**config.mk**
```make
export PLATFORM = sky130hd
export DESIGN_NAME = hvwk_monitor
export DESIGN_NICKNAME = d
export VERILOG_FILES = /design/src/design/hvwk_pkg.sv /design/src/design/hvwk_filter.sv /design/src/design/hvwk_monitor.sv
export SDC_FILE = /design/constraint.sdc
export NUM_CORES = 1
export LEC_CHECK = 0
export ABC_AREA = 0
export BUFFER_PORTS_ARGS = -buffer_cell sky130_fd_sc_hd__buf_2
export CAP_MARGIN = 20
export CORE_ASPECT_RATIO = 1.2
export CORE_MARGIN = 2
export CORE_UTILIZATION = 61
export DETAILED_ROUTE_END_ITERATION = 12
export GPL_TIMING_DRIVEN = 0
export PLACE_DENSITY = 0.88
export SLEW_MARGIN = 5
export SYNTH_ARGS = -nofsm -noshare
export SYNTH_HDL_FRONTEND = slang
export SYNTH_SLANG_ARGS = --single-unit
```
**constraint.sdc**
```tcl
create_clock -name REF_CLK -period 5.8 [get_ports REF_CLK]
set_input_delay 1.16 -clock REF_CLK [delete_from_list [all_inputs] [get_ports REF_CLK]]
set_output_delay 1.16 -clock REF_CLK [all_outputs]
set_load 0.01 [all_outputs]
```
**src/design/hvwk_pkg.sv**
```systemverilog
package hvwk_pkg;

    // =========================================================================
    // register map (byte addresses, one 32-bit word each)
    localparam logic [7:0] ADDR_WAKE_ENABLE  = 8'h00;
    localparam logic [7:0] ADDR_CURRENT_SRC  = 8'h04;
    localparam logic [7:0] ADDR_DETECT_FILT  = 8'h08;
    localparam logic [7:0] ADDR_WAKE_SOURCE  = 8'h0c;
    localparam logic [7:0] ADDR_LEVEL_STAT   = 8'h10;
    localparam logic [7:0] ADDR_ALT_WAKE     = 8'h14;
    localparam logic [7:0] ADDR_MODE_CTRL    = 8'h18;

    localparam int N_WAKE = 3;
    localparam int N_ALT  = 2;

    // =========================================================================
    // field positions and reset values
    localparam int MODE_LSB  = 0;
    localparam int ALT_EN_LSB = 2;
    localparam logic [2:0] RST_WAKE_EN = 3'h0;
    localparam logic [5:0] RST_CURSRC  = 6'h00;
    localparam logic [5:0] RST_DETECT  = 6'h00;
    localparam logic [1:0] RST_ALT_EN  = 2'h0;

    // =========================================================================
    // codes
    typedef enum logic [1:0] {
        HVWK_MODE_NORMAL,
        HVWK_MODE_STOP,
        HVWK_MODE_SLEEP,
        HVWK_MODE_FAILSAFE
    } hvwk_mode_t;

    localparam logic [1:0] CUR_NONE = 2'h0;
    localparam logic [1:0] CUR_DOWN = 2'h1;
    localparam logic [1:0] CUR_UP   = 2'h2;
    localparam logic [1:0] CUR_AUTO = 2'h3;

    localparam logic [1:0] DET_STATIC16 = 2'h0;
    localparam logic [1:0] DET_STATIC64 = 2'h1;
    localparam logic [1:0] DET_CYCLIC1  = 2'h2;
    localparam logic [1:0] DET_CYCLIC2  = 2'h3;

    // =========================================================================
    // timing at 20 MHz
    localparam int CLK_HZ        = 20000000;
    localparam int FILT_SHORT_US = 16;
    localparam int FILT_LONG_US  = 64;
    localparam int FILT_SHORT_CYC = (FILT_SHORT_US * (CLK_HZ / 1000000) > 0)
                                    ? FILT_SHORT_US * (CLK_HZ / 1000000) : 1;
    localparam int FILT_LONG_CYC  = (FILT_LONG_US * (CLK_HZ / 1000000) > 0)
                                    ? FILT_LONG_US * (CLK_HZ / 1000000) : 1;
    localparam int FILT_W = 11;

endpackage : hvwk_pkg

```
**src/design/hvwk_filter.sv**
```systemverilog
`timescale 1ns/1ps

// one wake input: synchroniser, both-edge detect and deglitch filter
module hvwk_filter
(
    input  wire logic                      clk,
    input  wire logic                      nrst,
    input  wire logic                      pin,
    input  wire logic                      active,
    input  wire logic [hvwk_pkg::FILT_W-1:0] filt_len,
    output logic                           level,
    output logic                           event_pulse
);
    import hvwk_pkg::*;

    typedef struct packed {
        logic              sync_a;
        logic              sync_b;
        logic              stable;
        logic              pending;
        logic [FILT_W-1:0] count;
        logic              evt;
    } hvwk_filt_state_t;

    hvwk_filt_state_t state;
    hvwk_filt_state_t next_state;

    always_comb
    begin
        next_state        = state;
        next_state.sync_a = pin;
        next_state.sync_b = state.sync_a;
        next_state.evt    = 1'b0;
        if (!active)
        begin
            // outside the sensing window the level is frozen
            next_state.pending = 1'b0;
            next_state.count   = '0;
        end
        else if (state.sync_b == state.stable)
        begin
            // a re-crossing before expiry discards the candidate
            next_state.pending = 1'b0;
            next_state.count   = '0;
        end
        else if (!state.pending)
        begin
            next_state.pending = 1'b1;
            next_state.count   = FILT_W'(1);
        end
        else if (state.count >= filt_len)
        begin
            next_state.stable  = state.sync_b;
            next_state.pending = 1'b0;
            next_state.evt     = 1'b1;
        end
        else
        begin
            next_state.count = state.count + FILT_W'(1);
        end
    end

    always_ff @(posedge clk or negedge nrst)
    begin
        if (!nrst)
            state <= '0;
        else
            state <= next_state;
    end

    assign level       = state.stable;
    assign event_pulse = state.evt;

endmodule : hvwk_filter

```
**src/design/hvwk_monitor.sv**
```systemverilog
// The register offsets and the APB interface to the registers were left to the implementer.
`timescale 1ns/1ps

// =============================================================================
// Functional notes
// - report wake on rising and falling edges
// - interrupt in normal/stop, wake in sleep/failsafe
// - static or cyclic sensing per input
// - accept only if stable through filter
// - per-input software wake enable
// - sticky per-input wake flags, always readable
// - level status readable in normal and stop
// - cyclic level is last window sample
// - alt pins: fixed 16us, separate status
// - current select: none, down, up, auto
// - auto mode follows detected input level
// - detect field: static16, static64, cyclic1, cyclic2
module hvwk_monitor
(
    input  wire logic                   REF_CLK,
    input  wire logic                   NRST,
    input  wire logic                   PSEL,
    input  wire logic                   PENABLE,
    input  wire logic                   PWRITE,
    input  wire logic [7:0]             PADDR,
    input  wire logic [31:0]            PWDATA,
    output logic      [31:0]            PRDATA,
    output logic                        PREADY,
    output logic                        PSLVERR,
    input  wire logic [hvwk_pkg::N_WAKE-1:0] WAKE_PIN,
    input  wire logic [hvwk_pkg::N_ALT-1:0]  ALT_OUTPUT_PIN,
    input  wire logic                   CYCLIC_WINDOW_ONE,
    input  wire logic                   CYCLIC_WINDOW_TWO,
    output logic      [hvwk_pkg::N_WAKE-1:0] PULL_UP_EN,
    output logic      [hvwk_pkg::N_WAKE-1:0] PULL_DOWN_EN,
    output logic                        WAKE_INTERRUPT,
    output logic                        WAKE_REQUEST
);
    import hvwk_pkg::*;

    // =========================================================================
    // state
    // every register and registered output lives in this one word
    typedef struct packed {
        logic [N_WAKE-1:0]   wake_enable;
        logic [2*N_WAKE-1:0] current_src;
        logic [2*N_WAKE-1:0] detect;
        logic [N_ALT-1:0]    alt_enable;
        hvwk_mode_t          mode;
        logic [N_WAKE-1:0]   wake_flag;
        logic [N_ALT-1:0]    alt_flag;
        logic                irq;
        logic                wake_req;
        logic [N_WAKE-1:0]   pull_up;
        logic [N_WAKE-1:0]   pull_down;
        logic [31:0]         rdata;
        logic                slverr;
    } hvwk_state_t;

    hvwk_state_t state;
    hvwk_state_t next_state;

    logic [N_WAKE-1:0] level;
    logic [N_WAKE-1:0] wake_evt;
    logic [N_WAKE-1:0] active;
    logic [N_ALT-1:0]  alt_level;
    logic [N_ALT-1:0]  alt_evt;
    logic              wr_en;
    logic              rd_en;
    logic              addr_known;

    // window inputs come from another block on this clock, so no sync needed
    always_comb
    begin
        for (int i = 0; i < N_WAKE; i++)
        begin
            case (state.detect[2*i +: 2])
                DET_CYCLIC1: active[i] = CYCLIC_WINDOW_ONE;
                DET_CYCLIC2: active[i] = CYCLIC_WINDOW_TWO;
                default:     active[i] = 1'b1;
            endcase
        end
    end

    // =========================================================================
    // filter instances
    genvar g;
    generate
        for (g = 0; g < N_WAKE; g++)
        begin : g_wake
            logic [FILT_W-1:0] len;
            // 64us only for static-long; cyclic settings also use 16us
            assign len = (state.detect[2*g +: 2] == DET_STATIC64)
                         ? FILT_W'(FILT_LONG_CYC) : FILT_W'(FILT_SHORT_CYC);
            hvwk_filter u_filt
            (
                .clk         (REF_CLK),
                .nrst        (NRST),
                .pin         (WAKE_PIN[g]),
                .active      (active[g]),
                .filt_len    (len),
                .level       (level[g]),
                .event_pulse (wake_evt[g])
            );
        end
        // alt pins only sense while enabled and always use the short filter
        for (g = 0; g < N_ALT; g++)
        begin : g_alt
            hvwk_filter u_filt
            (
                .clk         (REF_CLK),
                .nrst        (NRST),
                .pin         (ALT_OUTPUT_PIN[g]),
                .active      (state.alt_enable[g]),
                .filt_len    (FILT_W'(FILT_SHORT_CYC)),
                .level       (alt_level[g]),
                .event_pulse (alt_evt[g])
            );
        end
    endgenerate

    assign wr_en = PSEL && PENABLE && PWRITE;
    assign rd_en = PSEL && !PENABLE && !PWRITE;

    // =========================================================================
    // address decode
    // zero wait states: a write lands at the access edge, and read data is
    // captured at the setup edge so that it stands through the access phase
    always_comb
    begin
        if (PADDR == ADDR_WAKE_ENABLE)
            addr_known = 1'b1;
        else if (PADDR == ADDR_CURRENT_SRC)
            addr_known = 1'b1;
        else if (PADDR == ADDR_DETECT_FILT)
            addr_known = 1'b1;
        else if (PADDR == ADDR_WAKE_SOURCE)
            addr_known = 1'b1;
        else if (PADDR == ADDR_LEVEL_STAT)
            addr_known = 1'b1;
        else if (PADDR == ADDR_ALT_WAKE)
            addr_known = 1'b1;
        else if (PADDR == ADDR_MODE_CTRL)
            addr_known = 1'b1;
        else
            addr_known = 1'b0;
    end

    // =========================================================================
    // next state
    always_comb
    begin
        logic [N_WAKE-1:0] clr_w;
        logic [N_ALT-1:0]  clr_a;
        logic [N_WAKE-1:0] hit;
        logic [N_ALT-1:0]  alt_hit;
        logic              low_power;
        next_state = state;
        clr_w      = '0;
        clr_a      = '0;
        hit        = '0;
        alt_hit    = '0;
        low_power  = 1'b0;

        // ---- register writes ----
        next_state.slverr = 1'b0;
        if (wr_en)
        begin
            if (PADDR == ADDR_WAKE_ENABLE)
                next_state.wake_enable = PWDATA[N_WAKE-1:0];
            else if (PADDR == ADDR_CURRENT_SRC)
                next_state.current_src = PWDATA[2*N_WAKE-1:0];
            else if (PADDR == ADDR_DETECT_FILT)
                next_state.detect = PWDATA[2*N_WAKE-1:0];
            else if (PADDR == ADDR_WAKE_SOURCE)
                clr_w = PWDATA[N_WAKE-1:0];  // write one to clear
            else if (PADDR == ADDR_ALT_WAKE)
                clr_a = PWDATA[N_ALT-1:0];
            else if (PADDR == ADDR_MODE_CTRL)
            begin
                next_state.mode       = hvwk_mode_t'(PWDATA[MODE_LSB +: 2]);
                next_state.alt_enable = PWDATA[ALT_EN_LSB +: N_ALT];
            end
            else if (PADDR != ADDR_LEVEL_STAT)
                next_state.slverr = 1'b1;
        end

        // ---- wake flags: a new event wins over a same-cycle clear ----
        hit     = wake_evt & state.wake_enable;
        alt_hit = alt_evt;
        next_state.wake_flag = (state.wake_flag & ~clr_w) | hit;
        next_state.alt_flag  = (state.alt_flag & ~clr_a) | alt_hit;

        // ---- interrupt or wake, by mode ----
        low_power = (state.mode == HVWK_MODE_SLEEP)
                    || (state.mode == HVWK_MODE_FAILSAFE);
        // level outputs follow the sticky flags so software sees the cause
        next_state.irq      = !low_power
                              && ((next_state.wake_flag != '0)
                              || (next_state.alt_flag != '0));
        next_state.wake_req = low_power
                              && ((next_state.wake_flag != '0)
                              || (next_state.alt_flag != '0));

        // ---- current sources ----
        // auto switching follows the filtered level, so a short glitch cannot
        // flip the source and then hold the pin across the threshold itself
        for (int i = 0; i < N_WAKE; i++)
        begin
            case (state.current_src[2*i +: 2])
                CUR_DOWN:
                begin
                    next_state.pull_up[i]   = 1'b0;
                    next_state.pull_down[i] = 1'b1;
                end
                CUR_UP:
                begin
                    next_state.pull_up[i]   = 1'b1;
                    next_state.pull_down[i] = 1'b0;
                end
                CUR_AUTO:
                begin
                    next_state.pull_up[i]   = level[i];
                    next_state.pull_down[i] = !level[i];
                end
                default:
                begin
                    next_state.pull_up[i]   = 1'b0;
                    next_state.pull_down[i] = 1'b0;
                end
            endcase
        end

        // ---- read data, latched in the setup cycle ----
        if (rd_en)
        begin
            next_state.rdata = '0;
            if (PADDR == ADDR_WAKE_ENABLE)
                next_state.rdata[N_WAKE-1:0] = state.wake_enable;
            else if (PADDR == ADDR_CURRENT_SRC)
                next_state.rdata[2*N_WAKE-1:0] = state.current_src;
            else if (PADDR == ADDR_DETECT_FILT)
                next_state.rdata[2*N_WAKE-1:0] = state.detect;
            else if (PADDR == ADDR_WAKE_SOURCE)
                next_state.rdata[N_WAKE-1:0] = state.wake_flag;
            else if (PADDR == ADDR_LEVEL_STAT)
            begin
                // levels are only meaningful in normal and stop
                if (!low_power)
                    next_state.rdata[N_WAKE-1:0] = level;
            end
            else if (PADDR == ADDR_ALT_WAKE)
                next_state.rdata[N_ALT-1:0] = state.alt_flag;
            else if (PADDR == ADDR_MODE_CTRL)
            begin
                next_state.rdata[MODE_LSB +: 2]       = state.mode;
                next_state.rdata[ALT_EN_LSB +: N_ALT] = state.alt_enable;
            end
        end
        else if (PSEL && !PENABLE)
        begin
            // a write setup clears any stale read data
            next_state.rdata = '0;
        end
        if (PSEL && !PENABLE && !PWRITE)
        begin
            // unmapped reads answer with an error in the access phase
            if (!addr_known)
                next_state.slverr = 1'b1;
        end
    end

    // reset leaves every source off, static short filtering and normal mode
    always_ff @(posedge REF_CLK or negedge NRST)
    begin
        if (!NRST)
        begin
            state             <= '0;
            state.wake_enable <= RST_WAKE_EN;
            state.current_src <= RST_CURSRC;
            state.detect      <= RST_DETECT;
            state.alt_enable  <= RST_ALT_EN;
            state.mode        <= HVWK_MODE_NORMAL;
        end
        else
        begin
            state <= next_state;
        end
    end

    // =========================================================================
    // outputs
    // writes are a single access cycle; slverr for writes appears a cycle
    // late, so write errors are only reported on the registered flag
    assign PREADY         = 1'b1;
    assign PRDATA         = state.rdata;
    assign PSLVERR        = PSEL && PENABLE && state.slverr && !PWRITE;
    assign PULL_UP_EN     = state.pull_up;
    assign PULL_DOWN_EN   = state.pull_down;
    assign WAKE_INTERRUPT = state.irq;
    assign WAKE_REQUEST   = state.wake_req;

endmodule : hvwk_monitor

```
==> summary.md <==
| Metric | Value |
|---|---|
| Initial core utilization | 62.7% |
| Dpl cell area | 6440 µm² |
| Status | complete, no violations |
| Gr usage total | 27.8% |
| Final hold vios | 0 |
| DIE WIDTH | 94.3 µm |
| Iter 0 DRT Violations | 345 |
| Most frequent cells in the layout | 119 x dfrtp_1, 59 x nor2_1, 40 x buf_4 |
| Leakage | 3.36 nW |
| Mapped cell area | 5960 µm² |
| Die Y | 112 µm |
| #FFs+latches synth | 119 |
| Final min period | 2.81 ns |
| Critical Path End Type | primary output |
| H-tree depth | 4 |
| Post-Layout Cell Count | 787 |
| Largest net degree at the start of global routing | 63 |
| Arrival @ worst endpoint | 1.65 ns |
| IO buf count | 39 |
| Total Nets Final | 720 |
| Final setup viols | 0 |
| CP startpoint kind | primary input |
| EDFF count, synth | 0 |
| Hold_buf cts | 0 |
| Gate Count Post-Synth | 568 |
| Post-route cell area | 7070 µm² |
| Predominant post-synthesis flop cell | dfrtp_1 |
| Critical Path RT | 4.64 ns |
| CTS sink count | 119 |
| I/O pin total | 94 |
| Clk slew on worst S/H paths | 0.05 ns |
| Drt drc | 0 |
| Power Density | 295 nW/µm² |
| R2R Path Start | state[51] |
| Antenna violation net count after detailed routing | 0 |
| Most common cell after layout, fill and taps aside | dfrtp_1 |
| Drt pass-1 iters | 6 |
| Tcrit/Tclk final | 48.4% |
| Maximum clock path buffer count | 2 |
| Max Clock Skew | 0.00748 ns |
| Crit path from | PWRITE |
| WS Path Type | primary input to primary output |
| Maximum clock frequency | 356 MHz |
| Grt ovf | 0 |
| Worst R2R Path Depth | 8 |
| Critical Path Fanout Max | 5 |
| Post-DP HPWL | 8480 µm |
| Hold Crit Depth | 0 |
| Worst vdd ir | 0.000207 V |
| RSZ-0062 raised after global routing | no |
| Post-Route Setup TNS | 0 ns |
| Tightest Hold Check Type | flop to flop |
| FP Rows | 39 |
| Worst hold margin | 0.345 ns |
| Setup bufs post-CTS | 0 |
| CTS Buf Count | 17 |
| Vias in the first global route | 4,635 |
| Synth async-reset ratio | 100% |
| Vias post-DR | 4,577 |
| Number of diodes | 0 |
| Total wire length | 13,700 µm |
| Post-cts sizing count | 0 |
| Distinct cells, synth | 61 |
| Syn Area/Cell | 10.5 µm² |
| Clock root buffer | clkbuf_16 |
| Tightest Pin Transition | 1.01 ns |
| Max transition margin | 31.9% |
| Max Transition Viols Final | 0 |
| Number of warnings issued by yosys | 0 |
| Max-cap violations | 0 |
| First-pass GRT wire length | 22,600 µm |
| Antenna violations before repair | 0 |
| RD Place Congestion | 0.904 |
| Via density | 5.82 |
| Placed Cells | 756 |
| Core area | 9520 µm² |
| Routed wire per std cell | 17.4 µm |
| Area grow syn2layout | 18.7% |
| Register area share after synthesis | 49.9% |
| Layout cells sized above 1 | 22.0% |
| Overall die area | 10,600 µm² |
| CTS tree | yes |
| Min-delay src | g_alt[0].u_filt.next_state[14] |
| Worst-Skew Late Latency | 0.41 ns |
| Design Power | 2.09 mW |
routing by layer:
metal | vias to the layer above | track usage [%] | part of all wire (%) | wire [µm]
li1 | 2083 | - | - | -
met1 | 2230 | 32.7 | 38 | 5280
met2 | 222 | 46.7 | 52 | 7080
met3 | 42 | 7.85 | 6.5 | 893
met4 | 0 | 13.2 | 3.4 | 466
met5 | - | 0 | 0 | 0
kinds of logic (layout without fill, tap and decap cells):
kind of cell / count (synthesis) / after routing / synth area share, %
compound gates: 89 / 89 / 10.1
xor+xnor: 44 / 44 / 6.46
fa+ha+maj: 16 / 16 / 3.36
buf+inv: 85 / 156 / 7.89
flops: 119 / 119 / 49.9
mux: 31 / 31 / 6.13
other cells: 2 / 27 / 0.126
simple gates: 182 / 182 / 16.0
cells in the mapped netlist, drive strengths merged (3+ instances only):
master	number	area share [%]
a21boi	3	0.38
a21oi	23	1.9
a22o	3	0.44
a22oi	5	0.63
a31oi	4	0.67
a41oi	3	0.44
and2	6	0.63
and3	10	1.1
and4	3	0.44
buf	41	5.1
clkbuf	14	0.88
dfrtp	119	50
ha	16	3.4
inv	30	1.9
mux2	24	4.5
mux2i	5	0.84
nand2	28	1.8
nand2b	4	0.42
nand3	15	1.3
nand4	13	1.4
nor2	61	3.9
nor2b	8	0.84
nor3	11	1.1
nor3b	3	0.38
nor4b	4	0.69
o2111ai	6	0.88
o211ai	5	0.63
o21ai	21	1.8
or2	3	0.31
or3	5	0.52
or4b	3	0.57
xnor2	13	1.9
xor2	31	4.6
stage by stage:
stage               setup WS [ns]  utilization [%]
finish                       2.99             74.3
global route                 2.87             74.3
CTS                          2.99             74.3
detailed placement           2.75             67.7
global placement             2.22             67.3
floorplan                    3.21                -
area by class of cell:
type | instances | area [µm²]
Buffer | 55 | 358
Clock buffer | 21 | 460
Clock inverter | 10 | 175
Fill cell | 591 | 2440
Inverter | 30 | 113
Multi-Input combinational cell | 389 | 2610
Sequential cell | 119 | 2980
Tap cell | 123 | 154
Timing Repair Buffer | 40 | 229
where the power goes:
| part | internal, mW | switching, mW | total, mW |
|---|---|---|---|
| clock | 0.778 | 0.359 | 1.14 |
| sequential | 0.842 | 0.00886 | 0.851 |
| combinational | 0.0383 | 0.0624 | 0.101 |
critical path: stages:
cell and delay, ns:
buf_2 0.13, and4b_1 0.23, buf_2 0.12
flip-flops by register name, indices dropped and copies added, names as in the netlist:
name and cells:
g_alt.u_filt.event_pulse 2, WAKE_REQUEST 1, PRDATA 6, PULL_DOWN_EN 3, PULL_UP_EN 3, WAKE_INTERRUPT 1
g_wake.u_filt.event_pulse 3, g_wake.u_filt.level 3, state 25, g_wake.u_filt.state 39, g_alt.u_filt.next_state 2, g_alt.u_filt.state 26
g_alt.u_filt.level 2, g_wake.u_filt.next_state 3
worst paths after layout:
check | slack [ns] | endpoint
worst min register to register | 0.34 | g_alt[0].u_filt.state[14]
worst min-delay path | 0.34 | g_alt[0].u_filt.state[14]
worst max register to register | 3.35 | g_wake[0].u_filt.state[7]
max in group asynchronous | 4.41 | g_wake[1].u_filt.state[7]
worst max-delay path | 2.99 | PSLVERR
min in group asynchronous | 0.71 | g_wake[0].u_filt.state[9]
Note: power is estimated with default switching activity, not from simulation.
